[config.mk]
export PLATFORM = sky130hd
export DESIGN_NAME = cal_refresh_core
export DESIGN_NICKNAME = d
export VERILOG_FILES = /design/src/core/cal_fifo.v /design/src/core/cal_refresh_core.v
export VERILOG_INCLUDE_DIRS = /design/src /design/src/core
export SDC_FILE = /design/constraint.sdc
export NUM_CORES = 1
export LEC_CHECK = 0
export BUFFER_PORTS_ARGS = -buffer_cell sky130_fd_sc_hd__buf_2
export CORE_ASPECT_RATIO = 1.4
export CORE_MARGIN = 10
export CORE_UTILIZATION = 65
export CTS_CLUSTER_SIZE = 10
export DETAILED_ROUTE_END_ITERATION = 8
export PLACE_DENSITY = 0.92
export SLEW_MARGIN = 20
export SYNTH_ARGS = -nofsm -noshare
export SYNTH_HDL_FRONTEND = slang
export SYNTH_SLANG_ARGS = --single-unit
[constraint.sdc]
create_clock -name clk -period 10.6 [get_ports clk]
set_clock_uncertainty 0.05 [all_clocks]
set_input_delay 1.59 -clock clk [delete_from_list [all_inputs] [get_ports clk]]
set_output_delay 1.59 -clock clk [all_outputs]
set_load 0.02 [all_outputs]
[src/core/cal_refresh_consts.vh]
// Constants for the read-calibration pattern path and refresh bookkeeping.
// Assumes a 20 MHz core clock; included by the calibration core design file, not by the FIFO.
`ifndef CAL_REFRESH_CONSTS_VH
`define CAL_REFRESH_CONSTS_VH

// ==========================================
// Mode-register addresses
`define ADDR_TEST_SCRATCH 6'h27
`define ADDR_CAL_FIRST 6'h20
`define ADDR_CAL_SECOND 6'h28
`define ADDR_LANE_INV_LO 6'h0f
`define ADDR_LANE_INV_HI 6'h14
`define ADDR_IO_CONFIG 6'h03

// ==========================================
// Reset values and fields
`define RST_CAL_FIRST 8'h5a
`define RST_CAL_SECOND 8'h3c
`define RST_LANE_INV 8'h00
`define RST_IO_CONFIG 8'h00
`define IO_CFG_RD_INV_BIT 6

// ==========================================
// Refresh timing, ns, and cycle counts at 20 MHz
`define CLK_PERIOD_NS 50
`define T_RFC_AB_NS 380
`define T_RFC_PB_NS 190
`define T_PB2PB_NS 90
// Cycle counts are the ns figures over one clock period, rounded up,
// sized to the monitor's 5-bit counters
`define T_RFC_AB_CYC 5'h08
`define T_RFC_PB_CYC 5'h04
`define T_PB2PB_CYC 5'h02
`define REFRESH_CMDS_PER_WINDOW 8192

`endif

[src/core/cal_fifo.v]
// Small synchronous FIFO holding calibration beats on their way to the pins.
// Assumes one clock and an asynchronous active-high reset.
module cal_fifo #(
  parameter WIDTH = 18,
  parameter DEPTH = 8,
  parameter AW = 3
) (
  input wire clk,
  input wire reset,
  input wire in_valid,
  output wire in_ready,
  input wire [WIDTH-1:0] in_data,
  output wire out_valid,
  input wire out_ready,
  output reg [WIDTH-1:0] out_data
);
  reg [WIDTH-1:0] mem [0:DEPTH-1];
  reg [AW-1:0] wr_ptr_ff;
  reg [AW-1:0] rd_ptr_ff;
  reg [AW:0] count_ff;
  reg out_valid_ff;
  wire push;
  wire pop;
  wire load;

  // ==========================================
  // Flags: read data sit in a register, refilled when drained
  assign in_ready = (count_ff != DEPTH[AW:0]);
  assign out_valid = out_valid_ff;
  assign push = in_valid && in_ready;
  assign load = (count_ff != {(AW+1){1'b0}}) && (!out_valid_ff || out_ready);
  assign pop = load;

  always @(posedge clk)
  begin
    if (push)
      mem[wr_ptr_ff] <= in_data;
  end

  always @(posedge clk or posedge reset)
  begin
    if (reset)
    begin
      wr_ptr_ff <= {AW{1'b0}};
      rd_ptr_ff <= {AW{1'b0}};
      count_ff <= {(AW+1){1'b0}};
      out_valid_ff <= 1'b0;
      out_data <= {WIDTH{1'b0}};
    end
    else
    begin
      if (push)
        wr_ptr_ff <= wr_ptr_ff + 1'b1;
      if (pop)
      begin
        rd_ptr_ff <= rd_ptr_ff + 1'b1;
        out_data <= mem[rd_ptr_ff];
        out_valid_ff <= 1'b1;
      end
      else if (out_ready)
        out_valid_ff <= 1'b0;
      count_ff <= count_ff + {{AW{1'b0}}, push} - {{AW{1'b0}}, pop};
    end
  end
endmodule // cal_fifo

[src/core/cal_refresh_core.v]
// One channel's read-calibration pattern engine and refresh timing monitor.
// Assumes mode-register writes arrive as a decoded address/data strobe and
// the calibration start as a one-cycle pulse, all synchronous to clk.
// Contract
// Writes to test register 27h are accepted and have no effect.
// Second pattern resets to 3ch, is updated by writes, write-only.
// Calibration sends first pattern then second on all DQ and DMI lanes; DMI lanes are driven only with read inversion enabled.
// Each lane shifts bit 0 first, bit 7 last.
// Lane inversion applies to DQ lanes only, never to DMI lanes.
// With read inversion disabled, DMI lanes are not driven during calibration.
// No data bus inversion is applied to the calibration pattern.
// Host issues an extra refresh between self-refresh exit and entry.
// Host issues 8192 refreshes per 32 ms window at 1x rate.
// Host keeps average refresh spacing 3.904 us all-bank, 488 ns per-bank.
// Host waits 380 ns after all-bank refresh before using banks.
// Host waits 190 ns after per-bank refresh before that bank.
// Host spaces per-bank refreshes to different banks by 90 ns.
// Channel refresh state is independent of the other channel.
// Host extends window only when refresh-rate status allows it.
// Host waits per-bank cycle time plus 17.5 ns after self-refresh abort.
// Host picks refresh rate from case rating or die sensor.
// First pattern resets to 5ah and leads the calibration stream.
// A readout after a pattern write uses the new value at once.
`include "cal_refresh_consts.vh"

module cal_refresh_core #(
  parameter FIFO_DEPTH = 8
) (
  input wire clk,
  input wire reset,
  input wire mrw_valid,
  input wire [5:0] mrw_addr,
  input wire [7:0] mrw_data,
  input wire cal_start,
  input wire refresh_ab,
  input wire refresh_pb,
  input wire [2:0] refresh_bank,
  input wire bank_cmd,
  input wire [2:0] bank_cmd_bank,
  output wire cal_busy,
  output reg [15:0] dq_out,
  output reg [15:0] dq_oe,
  output reg [1:0] dmi_out,
  output reg [1:0] dmi_oe,
  output reg timing_violation_ff,
  output reg [15:0] refresh_count_ff
);
  localparam ST_IDLE = 2'b01;
  localparam ST_SEND = 2'b10;

  reg [7:0] cal_first_ff;
  reg [7:0] cal_second_ff;
  reg [7:0] lane_inv_lo_ff;
  reg [7:0] lane_inv_hi_ff;
  reg [7:0] io_config_ff;
  reg [1:0] state_ff;
  reg [1:0] nxt_state;
  reg [3:0] bit_idx_ff;
  reg [15:0] pattern_ff;
  reg [4:0] ab_busy_ff;
  reg [4:0] pb_busy_ff [0:7];
  reg [4:0] pb2pb_ff;
  reg [2:0] last_pb_bank_ff;
  wire [15:0] lane_inv;
  wire cur_bit;
  wire push_ready;
  wire push_valid;
  wire [17:0] push_data;
  wire pop_valid;
  wire [17:0] pop_data;
  wire dmi_enable;
  integer i;

  // Sixteen lanes, each picks its own inversion bit
  function [15:0] lane_word;
    input b;
    input [15:0] inv;
    begin
      lane_word = {16{b}} ^ inv;
    end
  endfunction

  // ==========================================
  // Mode registers
  always @(posedge clk or posedge reset)
  begin
    if (reset)
    begin
      cal_first_ff <= `RST_CAL_FIRST;
      cal_second_ff <= `RST_CAL_SECOND;
      lane_inv_lo_ff <= `RST_LANE_INV;
      lane_inv_hi_ff <= `RST_LANE_INV;
      io_config_ff <= `RST_IO_CONFIG;
    end
    else if (mrw_valid)
    begin
      case (mrw_addr)
        `ADDR_CAL_FIRST: cal_first_ff <= mrw_data;
        `ADDR_CAL_SECOND: cal_second_ff <= mrw_data;
        `ADDR_LANE_INV_LO: lane_inv_lo_ff <= mrw_data;
        `ADDR_LANE_INV_HI: lane_inv_hi_ff <= mrw_data;
        `ADDR_IO_CONFIG: io_config_ff <= mrw_data;
        `ADDR_TEST_SCRATCH: ;
        default: ;
      endcase
    end
  end

  // ==========================================
  // Calibration sequencer
  // Pattern is captured on start, so a write in the same cycle still lands
  // through the bypass below rather than the stale register.
  always @*
  begin
    nxt_state = state_ff;
    case (state_ff)
      ST_IDLE: if (cal_start) nxt_state = ST_SEND;
      ST_SEND: if (push_ready && bit_idx_ff == 4'hf) nxt_state = ST_IDLE;
      default: nxt_state = ST_IDLE;
    endcase
  end

  always @(posedge clk or posedge reset)
  begin
    if (reset)
    begin
      state_ff <= ST_IDLE;
      bit_idx_ff <= 4'h0;
      pattern_ff <= 16'h0000;
    end
    else
    begin
      state_ff <= nxt_state;
      if (state_ff == ST_IDLE && cal_start)
      begin
        bit_idx_ff <= 4'h0;
        pattern_ff <= {(mrw_valid && mrw_addr == `ADDR_CAL_SECOND) ? mrw_data : cal_second_ff,
                       (mrw_valid && mrw_addr == `ADDR_CAL_FIRST) ? mrw_data : cal_first_ff};
      end
      else if (state_ff == ST_SEND && push_ready)
        bit_idx_ff <= bit_idx_ff + 4'h1;
    end
  end

  assign cal_busy = (state_ff == ST_SEND);
  assign lane_inv = {lane_inv_hi_ff, lane_inv_lo_ff};
  assign cur_bit = pattern_ff[bit_idx_ff];
  assign push_valid = cal_busy;
  // DMI carries the raw bit; DQ gets per-lane inversion and no DBI
  assign push_data = {cur_bit, cur_bit, lane_word(cur_bit, lane_inv)};
  assign dmi_enable = io_config_ff[`IO_CFG_RD_INV_BIT];

  cal_fifo #(
    .WIDTH(18),
    .DEPTH(FIFO_DEPTH),
    .AW(3)
  ) u_fifo (
    .clk(clk),
    .reset(reset),
    .in_valid(push_valid),
    .in_ready(push_ready),
    .in_data(push_data),
    .out_valid(pop_valid),
    .out_ready(1'b1),
    .out_data(pop_data)
  );

  // ==========================================
  // Pin drivers
  always @(posedge clk or posedge reset)
  begin
    if (reset)
    begin
      dq_out <= 16'h0000;
      dq_oe <= 16'h0000;
      dmi_out <= 2'h0;
      dmi_oe <= 2'h0;
    end
    else
    begin
      dq_out <= pop_valid ? pop_data[15:0] : 16'h0000;
      dq_oe <= {16{pop_valid}};
      dmi_out <= (pop_valid && dmi_enable) ? pop_data[17:16] : 2'h0;
      dmi_oe <= {2{pop_valid && dmi_enable}};
    end
  end

  // ==========================================
  // Refresh monitor: flags host timing slips, purely per channel
  always @(posedge clk or posedge reset)
  begin
    if (reset)
    begin
      ab_busy_ff <= 5'h00;
      pb2pb_ff <= 5'h00;
      last_pb_bank_ff <= 3'h0;
      timing_violation_ff <= 1'b0;
      refresh_count_ff <= 16'h0000;
      for (i = 0; i < 8; i = i + 1)
        pb_busy_ff[i] <= 5'h00;
    end
    else
    begin
      if (ab_busy_ff != 5'h00)
        ab_busy_ff <= ab_busy_ff - 5'h01;
      if (pb2pb_ff != 5'h00)
        pb2pb_ff <= pb2pb_ff - 5'h01;
      for (i = 0; i < 8; i = i + 1)
        if (pb_busy_ff[i] != 5'h00)
          pb_busy_ff[i] <= pb_busy_ff[i] - 5'h01;
      // Counters load one short: a command on the edge where the window closes is legal
      if (refresh_ab)
      begin
        ab_busy_ff <= `T_RFC_AB_CYC - 5'h01;
        refresh_count_ff <= refresh_count_ff + 16'h0001;
      end
      if (refresh_pb)
      begin
        pb_busy_ff[refresh_bank] <= `T_RFC_PB_CYC - 5'h01;
        pb2pb_ff <= `T_PB2PB_CYC - 5'h01;
        last_pb_bank_ff <= refresh_bank;
        refresh_count_ff <= refresh_count_ff + 16'h0001;
      end
      // Sticky until reset: a slip is a host bug, not a runtime event
      if ((bank_cmd && (ab_busy_ff != 5'h00 || pb_busy_ff[bank_cmd_bank] != 5'h00)) ||
          (refresh_pb && pb2pb_ff != 5'h00 && refresh_bank != last_pb_bank_ff))
        timing_violation_ff <= 1'b1;
    end
  end
endmodule // cal_refresh_core

==> results of run 1 <==
kinds of logic (layout without fill, tap and decap cells):
kind of cell | Yosys count | in the layout | synth area share
compound gates | 56 | 56 | 0.0272
buf+inv | 73 | 181 | 0.0287
xor+xnor | 66 | 66 | 0.0454
simple gates | 222 | 222 | 0.0859
mux | 112 | 112 | 0.132
flops | 308 | 308 | 0.659
fa+ha+maj | 21 | 21 | 0.0212
state kept, by name, summed over array words and instances, names as in the netlist, 2 cells and up:
| name | cells |
|---|---|
| cal_second_ff | 8 |
| bit_idx_ff | 4 |
| lane_inv_hi_ff | 8 |
| refresh_count_ff | 16 |
| pb2pb_ff | 5 |
| u_fifo.out_data | 17 |
| u_fifo.count_ff | 4 |
| state_ff | 2 |
| u_fifo.mem | 136 |
| u_fifo.wr_ptr_ff | 3 |
| lane_inv_lo_ff | 8 |
| cal_first_ff | 8 |
| pattern_ff | 16 |
| ab_busy_ff | 5 |
| last_pb_bank_ff | 3 |
| dq_out | 16 |
| u_fifo.rd_ptr_ff | 3 |
| pb_busy_ff | 40 |
worst max-delay path by stage:
| stage | from | endpoint | slack [ns] | cells after the start |
|---|---|---|---|---|
| 3_5_place_dp | reset | u_fifo.rd_ptr_ff[1] | 7.15 | 3 |
| 5_1_grt | reset | u_fifo.rd_ptr_ff[2] | 7.47 | 3 |
| 3_3_place_gp | reset | u_fifo.rd_ptr_ff[1] | 7.19 | 3 |
| 2_1_floorplan | reset | ab_busy_ff[0] | 4.31 | 1 |
| 6_report | bit_idx_ff[0] | u_fifo.mem[0][6] | 7.54 | 4 |
| 4_1_cts | bit_idx_ff[0] | u_fifo.mem[3][6] | 7.58 | 4 |
through the flow:
stage / instances / total power, µW / util
global placement: 1151 / 3030 / 0.691
detailed placement: 1151 / 3130 / 0.691
finish: 1214 / 4240 / 0.748
floorplan: 858 / 2800 / -
CTS: 1213 / 4250 / 0.746
global route: 1214 / 4470 / 0.748
worst max-delay path, cell delays in order (launching register included):
cell	delay [ns]
dfrtp_1	0.57
mux4_1	0.69
mux2_4	0.32
o21ai_4	0.62
xnor2_1	0.44
area by class of cell:
type | instances | area, µm² | share of cell area
clock buffer | 59 | 997 | 0.0694
multi-input combinational | 477 | 4020 | 0.280
inverter | 33 | 129 | 0.00897
tap | 248 | 310 | 0.0216
timing repair buffer | 86 | 465 | 0.0324
clock inverter | 3 | 48.8 | 0.00339
sequential | 308 | 8400 | 0.585
cell usage after synthesis, types with 8 or more instances:
cell type  count
dfrtp_1      163
edfxtp_1     136
nand2_1       76
xnor2_1       56
nor2_1        47
mux4_2        34
inv_1         31
mux2_1        29
mux2_2        25
o21ai_1       24
ha_1          20
and2_1        19
mux2i_1       19
buf_4         17
clkbuf_1      15
nor3_1        12
and3_1        11
xor2_1        10
dfstp_2        9
nand3_1        9
a21oi_1        8
metal layers:
layer  vias up  track usage  wire (µm)
li1       3239            -          -
met1      3668        0.227       9690
met2       273        0.375      14100
met3        73       0.0418       1400
met4         0       0.0985        946
met5         -            0          0
power groups by stage:
stage	registers, µW	clock network, µW	logic, µW
2_1_floorplan	1860	0	942
3_3_place_gp	1910	0	1130
3_5_place_dp	1930	0	1200
4_1_cts	1920	1110	1220
5_1_grt	1950	1170	1350
6_report	1920	1110	1210
==> flow_metrics.env, run 1 <==
export IMPL_gp_congestion=0.775
export IMPL_grt_max_degree=105
export IMPL_drive_gt1_frac=0.216
export IMPL_synth_area_leaders="edfxtp_1 32%, dfrtp_1 32%, mux4_2 6.0%"
export IMPL_ctsLongestPathBuffers=3
export IMPL_yosys_cell_types_count=55
export IMPL_dp_hpwl_um=16000
export IMPL_dominantRegCellSynth="dfrtp_1"
export IMPL_holdPathStages=1
export IMPL_stdcell_area_um2=14400
export IMPL_pwr_share_comb=0.286
export IMPL_wire_per_inst_um=21.5
export IMPL_cts_buffers=36
export IMPL_n_antenna_cell=0
export IMPL_area_growth_pct=12.8
export IMPL_slew_violations=0
export IMPL_holdWs_ns=0.425
export IMPL_crit_required_ns=10.70
export IMPL_fin_tns_setup_ns=0
export IMPL_final_cell_mix="160 x dfrtp_1, 136 x edfxtp_1, 80 x buf_2"
export IMPL_syn_avg_cell_area_um2=14.8
export IMPL_htreeDepth=2
export IMPL_drt_iter0_markers=393
export IMPL_ys_seq_area_frac=0.659
export IMPL_drc=0
export IMPL_synth_edf_count=136
export IMPL_rsz0062_at_grt="false"
export IMPL_netlist_area_leader_share=0.321
export IMPL_drt_pre_antenna_iters=5
export IMPL_powerDensity_nw_per_um2=295
export IMPL_path_class="reg2reg"
export IMPL_antenna_found_initial=0
export IMPL_grt_pass1_vias=7897
export IMPL_worst_pin_slew_ns=1.13
export IMPL_viasPerCell=5.97
export IMPL_layout_worst_path_cycle_share=0.289
export IMPL_dpl_cell_area_um2=13300
export IMPL_cts_root_buf="clkbuf_16"
export IMPL_ctsResizeCount=0
export IMPL_r2r_end="u_fifo.mem[0][6]"
export IMPL_r2r_slack_ns=7.54
export IMPL_min_path_type="reg2reg"
export IMPL_syn_inst=858
export IMPL_clk_latency_ns=0.53
export IMPL_fp_row_count=60
export IMPL_fin_nets=990
export IMPL_die_area_um2=25700
export IMPL_vias=7253
export IMPL_ant_nets=0
export IMPL_clkTransAtPathRegs_ns=0.06
export IMPL_p_sw_frac=0.330
export IMPL_power_switching_uw=1400
export IMPL_status="finished clean"
export IMPL_initial_utilization=0.663
export IMPL_cp_arrival_ns=3.16
export IMPL_yosys_warnings=0
export IMPL_drt_total_wl_um=26100
export IMPL_grt_overflow=0
export IMPL_ioPinCount=81
export IMPL_relSlewSlack=0.246
export IMPL_fill_cells=1049
export IMPL_synth_nets=906
export IMPL_clock_sink_count=308
export IMPL_setup_viol=0
export IMPL_syn_area_um2=12700
export IMPL_yosysTopAreaCell="edfxtp_1"
export IMPL_grt_pass1_wl_um=42300
export IMPL_io_buffers=80
export IMPL_startpoint_type="flip-flop"
export IMPL_p_leak_uw=0.00598
export IMPL_crit_path_max_fanout=17
export IMPL_cts_tree="done"
export IMPL_core_um2=19200
export IMPL_r2r_start="bit_idx_ff[0]"
export IMPL_ys_seq_elements=308
export IMPL_clockPowerShare=0.261
export IMPL_irDropWorstVdd_mv=0.191
export IMPL_track_usage=0.206
export IMPL_fmax_ghz=0.326
export IMPL_cts_post_setup_buffers_inserted=0
export IMPL_synthArstFlopShare=0.558
export IMPL_layout_commonest_cell="dfrtp_1"
export IMPL_finalCriticalPeriod_ns=3.06
export IMPL_hold_violations=0
export IMPL_post_place_ws_ns=7.15
export IMPL_min_to="refresh_count_ff[15]"
export IMPL_die_x_um=138
export IMPL_min_from="refresh_count_ff[15]"
export IMPL_seqPwrFrac=0.453
export IMPL_end_kind="flip-flop"
export IMPL_worst_slack_ns=7.54
export IMPL_cts_hold_buf=0
export IMPL_internal_power_uw=2840
export IMPL_worstRegToRegCells=4
export IMPL_drv_cap=0
export IMPL_die_y_um=186
Note: power is estimated with default switching activity, not from simulation.
==> run 2: changes to the inputs <==
--- a/config.mk
+++ b/config.mk
@@ -9,10 +9,10 @@
 export BUFFER_PORTS_ARGS = -buffer_cell sky130_fd_sc_hd__buf_2
 export CORE_ASPECT_RATIO = 1.4
 export CORE_MARGIN = 10
-export CORE_UTILIZATION = 65
+export CORE_UTILIZATION = 60
 export CTS_CLUSTER_SIZE = 10
 export DETAILED_ROUTE_END_ITERATION = 8
-export PLACE_DENSITY = 0.92
+export PLACE_DENSITY = 0.86
 export SLEW_MARGIN = 20
 export SYNTH_ARGS = -nofsm -noshare
 export SYNTH_HDL_FRONTEND = slang
==> constraint.sdc (replaced) <==
create_clock -name clk -period 2.9 [get_ports clk]
set_clock_uncertainty 0.05 [all_clocks]
set_input_delay 0.435 -clock clk [delete_from_list [all_inputs] [get_ports clk]]
set_output_delay 0.435 -clock clk [all_outputs]
set_load 0.02 [all_outputs]
==> run 2 against run 1 <==
Combinational power rose to 3.8 times the previous value. Power grew to 3.6 times the previous value. Register-to-register slack lost 7.2 ns. Largest cell class unchanged. Fmax is 21% higher.
==> flow_metrics.env, run 2 (same netlist as run 1, synthesis figures left out) <==
export IMPL_track_usage=0.188
export IMPL_end_kind="flip-flop"
export IMPL_die_y_um=192
export IMPL_stdcell_area_um2=14500
export IMPL_total_power_uw=15400
export IMPL_final_cell_mix="162 x dfrtp_1, 136 x edfxtp_1, 80 x buf_2"
export IMPL_htreeDepth=2
export IMPL_worst_slack_ns=0.370
export IMPL_fmax_ghz=0.395
export IMPL_drt_total_wl_um=24800
export IMPL_critPathTopFamily="multiplexers"
export IMPL_layout_worst_path_cycle_share=0.872
export IMPL_fin_util=0.687
export IMPL_cts_root_buf="clkbuf_16"
export IMPL_fp_row_count=63
export IMPL_cts_hold_buf=1
export IMPL_crit_required_ns=3.08
export IMPL_drive_gt1_frac=0.219
export IMPL_rsz0062_at_grt="false"
export IMPL_clk_latency_ns=0.51
export IMPL_cts_post_setup_buffers_inserted=0
export IMPL_min_path_type="in2reg"
export IMPL_setup_viol=0
export IMPL_cp_arrival_ns=2.71
export IMPL_cts_tree="done"
export IMPL_crit_buf_inv=1
export IMPL_initial_utilization=0.605
export IMPL_status="finished clean"
export IMPL_grt_pass1_vias=7813
export IMPL_slew_violations=0
export IMPL_multiInputGateArea_um2=3980
export IMPL_clock_sink_count=308
export IMPL_layout_commonest_cell="dfrtp_1"
export IMPL_clkTransAtPathRegs_ns=0.05
export IMPL_fill_cells=1354
export IMPL_ctsResizeCount=0
export IMPL_path_class="reg2reg"
export IMPL_regArea_um2=8400
export IMPL_ant_nets=0
export IMPL_gp_congestion=0.803
export IMPL_drv_cap=0
export IMPL_n_antenna_cell=0
export IMPL_top_register="u_fifo.mem"
export IMPL_p_leak_uw=0.00604
export IMPL_top_regs="u_fifo.mem: 136 flops, pb_busy_ff: 40 flops, u_fifo.out_data: 17 flops"
export IMPL_ioPinCount=81
export IMPL_grt_max_degree=84
export IMPL_area_growth_pct=13.5
export IMPL_grt_pass1_wl_um=40900
export IMPL_io_buffers=80
export IMPL_drc=0
export IMPL_drt_iter0_markers=428
export IMPL_relSlewSlack=0.481
export IMPL_ctsLongestPathBuffers=3
export IMPL_powerDensity_nw_per_um2=1070
export IMPL_antenna_found_initial=0
export IMPL_die_x_um=143
export IMPL_dpl_cell_area_um2=13400
export IMPL_post_place_ws_ns=0.383
export IMPL_crit_path_max_fanout=17
export IMPL_finalCriticalPeriod_ns=2.53
export IMPL_crit_chain="mux4_1 -> mux2_4 -> o21ai_4 -> buf_4 -> xnor2_1"
export IMPL_vias=7160
export IMPL_cp_slowest_cell="mux4_1"
export IMPL_hold_violations=0
export IMPL_startpoint_type="flip-flop"
export IMPL_dp_hpwl_um=15900
export IMPL_drt_pre_antenna_iters=5
export IMPL_worst_pin_slew_ns=0.775
export IMPL_largest_reg_flops=136
export IMPL_irDropWorstVdd_mv=0.716
export IMPL_cts_buffers=36
export IMPL_die_area_um2=27500
export IMPL_core_um2=21000
export IMPL_fin_tns_setup_ns=0
export IMPL_viasPerCell=5.78
export IMPL_fin_nets=1002
export IMPL_slowest_delay_ns=0.58
export IMPL_wire_per_inst_um=20.0
export IMPL_grt_overflow=0
-- run 2: final cells by class --
cell class | count | share of cell area
Clock buffer | 59 | 0.0690
Tap cell | 260 | 0.0225
Timing Repair Buffer | 98 | 0.0398
Multi-Input combinational cell | 477 | 0.276
Inverter | 33 | 0.00883
Clock inverter | 3 | 0.00312
Sequential cell | 308 | 0.581
-- run 2: path summary, 6_finish.rpt --
path / from / endpoint / slack (ns) / depth (start not counted)
worst max-delay path: bit_idx_ff[0] / u_fifo.mem[4][3] / 0.37 / 5
worst min-delay path: bank_cmd_bank[2] / timing_violation_ff / 0.12 / 2
worst max register to register: bit_idx_ff[0] / u_fifo.mem[4][3] / 0.37 / 5
worst min register to register: u_fifo.out_data[8] / u_fifo.out_data[8] / 0.42 / 2
max in group asynchronous: reset / u_fifo.rd_ptr_ff[0] / 1.51 / 4
min in group asynchronous: reset / dq_out[3] / 0.47 / 3
-- run 2: layer usage --
metal,vias to the layer above,track usage,part of all wire
li1,3256,-,-
met1,3630,0.226,0.39
met2,223,0.330,0.53
met3,51,0.0406,0.058
met4,0,0.0648,0.024
met5,-,0,0
-- run 2: power by group --
group	total (µW)	internal [µW]	leakage [µW]	switching [µW]
sequential	6840	6060	0.00337	772
combinational	4550	2020	0.00217	2530
clock	4020	2360	0.000498	1660
-- run 2: metrics by stage --
| stage | hold WS (ns) | std cells |
|---|---|---|
| floorplan | 0.397 | 858 |
| global placement | 0.401 | 1175 |
| detailed placement | 0.412 | 1175 |
| CTS | 0.102 | 1238 |
| global route | 0.128 | 1238 |
| finish | 0.120 | 1238 |
==> run 3: changes to the inputs <==
--- a/config.mk
+++ b/config.mk
@@ -7,12 +7,12 @@
 export NUM_CORES = 1
 export LEC_CHECK = 0
 export BUFFER_PORTS_ARGS = -buffer_cell sky130_fd_sc_hd__buf_2
-export CORE_ASPECT_RATIO = 1.4
+export CORE_ASPECT_RATIO = 1.1
 export CORE_MARGIN = 10
 export CORE_UTILIZATION = 60
 export CTS_CLUSTER_SIZE = 10
 export DETAILED_ROUTE_END_ITERATION = 8
-export PLACE_DENSITY = 0.86
+export PLACE_DENSITY = 0.79
 export SLEW_MARGIN = 20
 export SYNTH_ARGS = -nofsm -noshare
 export SYNTH_HDL_FRONTEND = slang
==> run 3 against run 2 <==
Sequential share of layout area is 0.32 points lower. Critical path depth did not move. Final cell count is 2.5% higher. Flip-flop and latch count unchanged. Power down 0.51%. Clock-buffer cell count rose by 2. Register-to-register slack better by 0.13 ns. Combinational power decreased by 1%. Critical path type unchanged. Critical endpoint is now u_fifo.mem[1][4]. Largest cell class unchanged.
==> flow_metrics.env, run 3 (same netlist as run 1, synthesis figures left out) <==
export IMPL_ant_nets=0
export IMPL_ctsLongestPathBuffers=3
export IMPL_grt_pass1_vias=7466
export IMPL_crit_chain="mux4_1 -> mux2_4 -> o21ai_4 -> buf_12 -> xnor2_1"
export IMPL_r2r_end="u_fifo.mem[1][4]"
export IMPL_setup_viol=0
export IMPL_layout_commonest_cell="dfrtp_1"
export IMPL_gp_congestion=0.789
export IMPL_clkTransAtPathRegs_ns=0.05
export IMPL_r2r_slack_ns=0.50
export IMPL_worstRegToRegCells=5
export IMPL_fmax_ghz=0.416
export IMPL_startpoint_type="flip-flop"
export IMPL_htreeDepth=2
export IMPL_die_x_um=159
export IMPL_pwr_share_comb=0.294
export IMPL_top_register="u_fifo.mem"
export IMPL_p_sw_frac=0.315
export IMPL_antenna_found_initial=0
export IMPL_die_y_um=173
export IMPL_io_buffers=80
export IMPL_ctsResizeCount=0
export IMPL_cts_root_buf="clkbuf_16"
export IMPL_core_um2=20700
export IMPL_drive_gt1_frac=0.221
export IMPL_seqPwrFrac=0.447
export IMPL_irDropWorstVdd_mv=0.616
export IMPL_finalCriticalPeriod_ns=2.40
export IMPL_hold_violations=0
export IMPL_slowest_delay_ns=0.59
export IMPL_drv_cap=0
export IMPL_crit_required_ns=3.06
export IMPL_clockPowerShare=0.259
export IMPL_relSlewSlack=0.452
export IMPL_power_switching_uw=4830
export IMPL_vias=7052
export IMPL_wire_per_inst_um=18.4
export IMPL_min_path_type="in2reg"
export IMPL_status="finished clean"
export IMPL_crit_path_max_fanout=17
export IMPL_holdPathStages=2
export IMPL_fp_row_count=55
export IMPL_rsz0062_at_grt="false"
export IMPL_dp_hpwl_um=15300
export IMPL_fin_nets=1006
export IMPL_largest_reg_flops=136
export IMPL_grt_pass1_wl_um=38700
export IMPL_drt_pre_antenna_iters=5
export IMPL_die_area_um2=27500
export IMPL_viasPerCell=5.56
export IMPL_drt_total_wl_um=23400
export IMPL_clock_sink_count=308
export IMPL_drt_iter0_markers=569
export IMPL_top_regs="u_fifo.mem: 136 flops, pb_busy_ff: 40 flops, u_fifo.out_data: 17 flops"
export IMPL_cts_buffers=36
export IMPL_area_growth_pct=14.1
export IMPL_initial_utilization=0.615
export IMPL_end_kind="flip-flop"
export IMPL_slew_violations=0
export IMPL_track_usage=0.171
export IMPL_path_class="reg2reg"
export IMPL_worst_slack_ns=0.495
export IMPL_internal_power_uw=10500
export IMPL_fin_util=0.702
export IMPL_min_to="timing_violation_ff"
export IMPL_drc=0
export IMPL_grt_max_degree=62
export IMPL_cp_arrival_ns=2.56
export IMPL_cp_slowest_cell="mux4_1"
export IMPL_min_from="bank_cmd_bank[2]"
export IMPL_powerDensity_nw_per_um2=1050
export IMPL_grt_overflow=0
export IMPL_ioPinCount=81
export IMPL_p_leak_uw=0.00607
export IMPL_r2r_start="bit_idx_ff[0]"
export IMPL_worst_pin_slew_ns=0.822
export IMPL_cts_tree="done"
export IMPL_clk_latency_ns=0.50
export IMPL_post_place_ws_ns=0.493
export IMPL_layout_worst_path_cycle_share=0.829
export IMPL_final_cell_mix="162 x dfrtp_1, 136 x edfxtp_1, 80 x buf_2"
export IMPL_fin_tns_setup_ns=0
-- run 3: metal layers --
layer / vias up / track usage / share of wire
met5: - / 0 / 0
met4: 0 / 0.0475 / 0.019
met3: 35 / 0.0397 / 0.061
met2: 188 / 0.282 / 0.49
met1: 3555 / 0.224 / 0.43
li1: 3274 / - / -
-- run 3: worst max-delay path: cells and delay by family (launching register included) --
kind	cells	cell delay, ns
XOR/XNOR	1	0.32
multiplexers	2	0.88
buffers and inverters	1	0.20
AO/OA/AOI/OAI	1	0.15
flip-flops	1	0.51
-- run 3: worst max path at each step --
stage | from | end | slack (ns) | cells past startpoint
4_1_cts | bit_idx_ff[0] | u_fifo.mem[1][2] | 0.49 | 5
6_report | bit_idx_ff[0] | u_fifo.mem[1][4] | 0.50 | 5
3_5_place_dp | bit_idx_ff[0] | u_fifo.mem[4][9] | 0.49 | 5
5_1_grt | bit_idx_ff[0] | u_fifo.mem[7][2] | 0.35 | 6
3_3_place_gp | bit_idx_ff[0] | u_fifo.mem[0][3] | 0.61 | 5
2_1_floorplan | reset | ab_busy_ff[0] | 0.23 | 1
-- run 3: timing repair --
action	in CTS	in global routing
buffers inserted	0	0
endpoints found under the hold margin	16	0
hold buffers	1	0
-- run 3: metrics by stage --
| step | power (µW) | std cells | cell area, µm² | hold slack [ns] |
|---|---|---|---|---|
| final | 15300 | 1269 | 14500 | 0.138 |
| after global routing | 16300 | 1268 | 14500 | 0.124 |
| after CTS | 15500 | 1268 | 14500 | 0.114 |
| after detailed placement | 11500 | 1204 | 13500 | 0.405 |
| after global placement | 11200 | 1204 | 13500 | 0.405 |
| after floorplan | 10200 | 858 | 12800 | 0.397 |
-- run 3: power groups by stage --
stage          logic (µW)  registers [µW]  clock network (µW)
2_1_floorplan        3450            6790                   0
3_3_place_gp         4310            6870                   0
3_5_place_dp         4530            6920                   0
4_1_cts              4560            6850                4060
5_1_grt              5030            6990                4250
6_report             4500            6850                3970
-- run 3: final cells by class --
type,instances,area [µm²]
diodes,1,2.50
clock buffers,61,1020
clock inverters,2,17.5
fillers,1327,6180
inverters,33,128
multi-input cells,477,3980
flip-flops and latches,308,8400
well taps,285,357
repair buffers,102,631
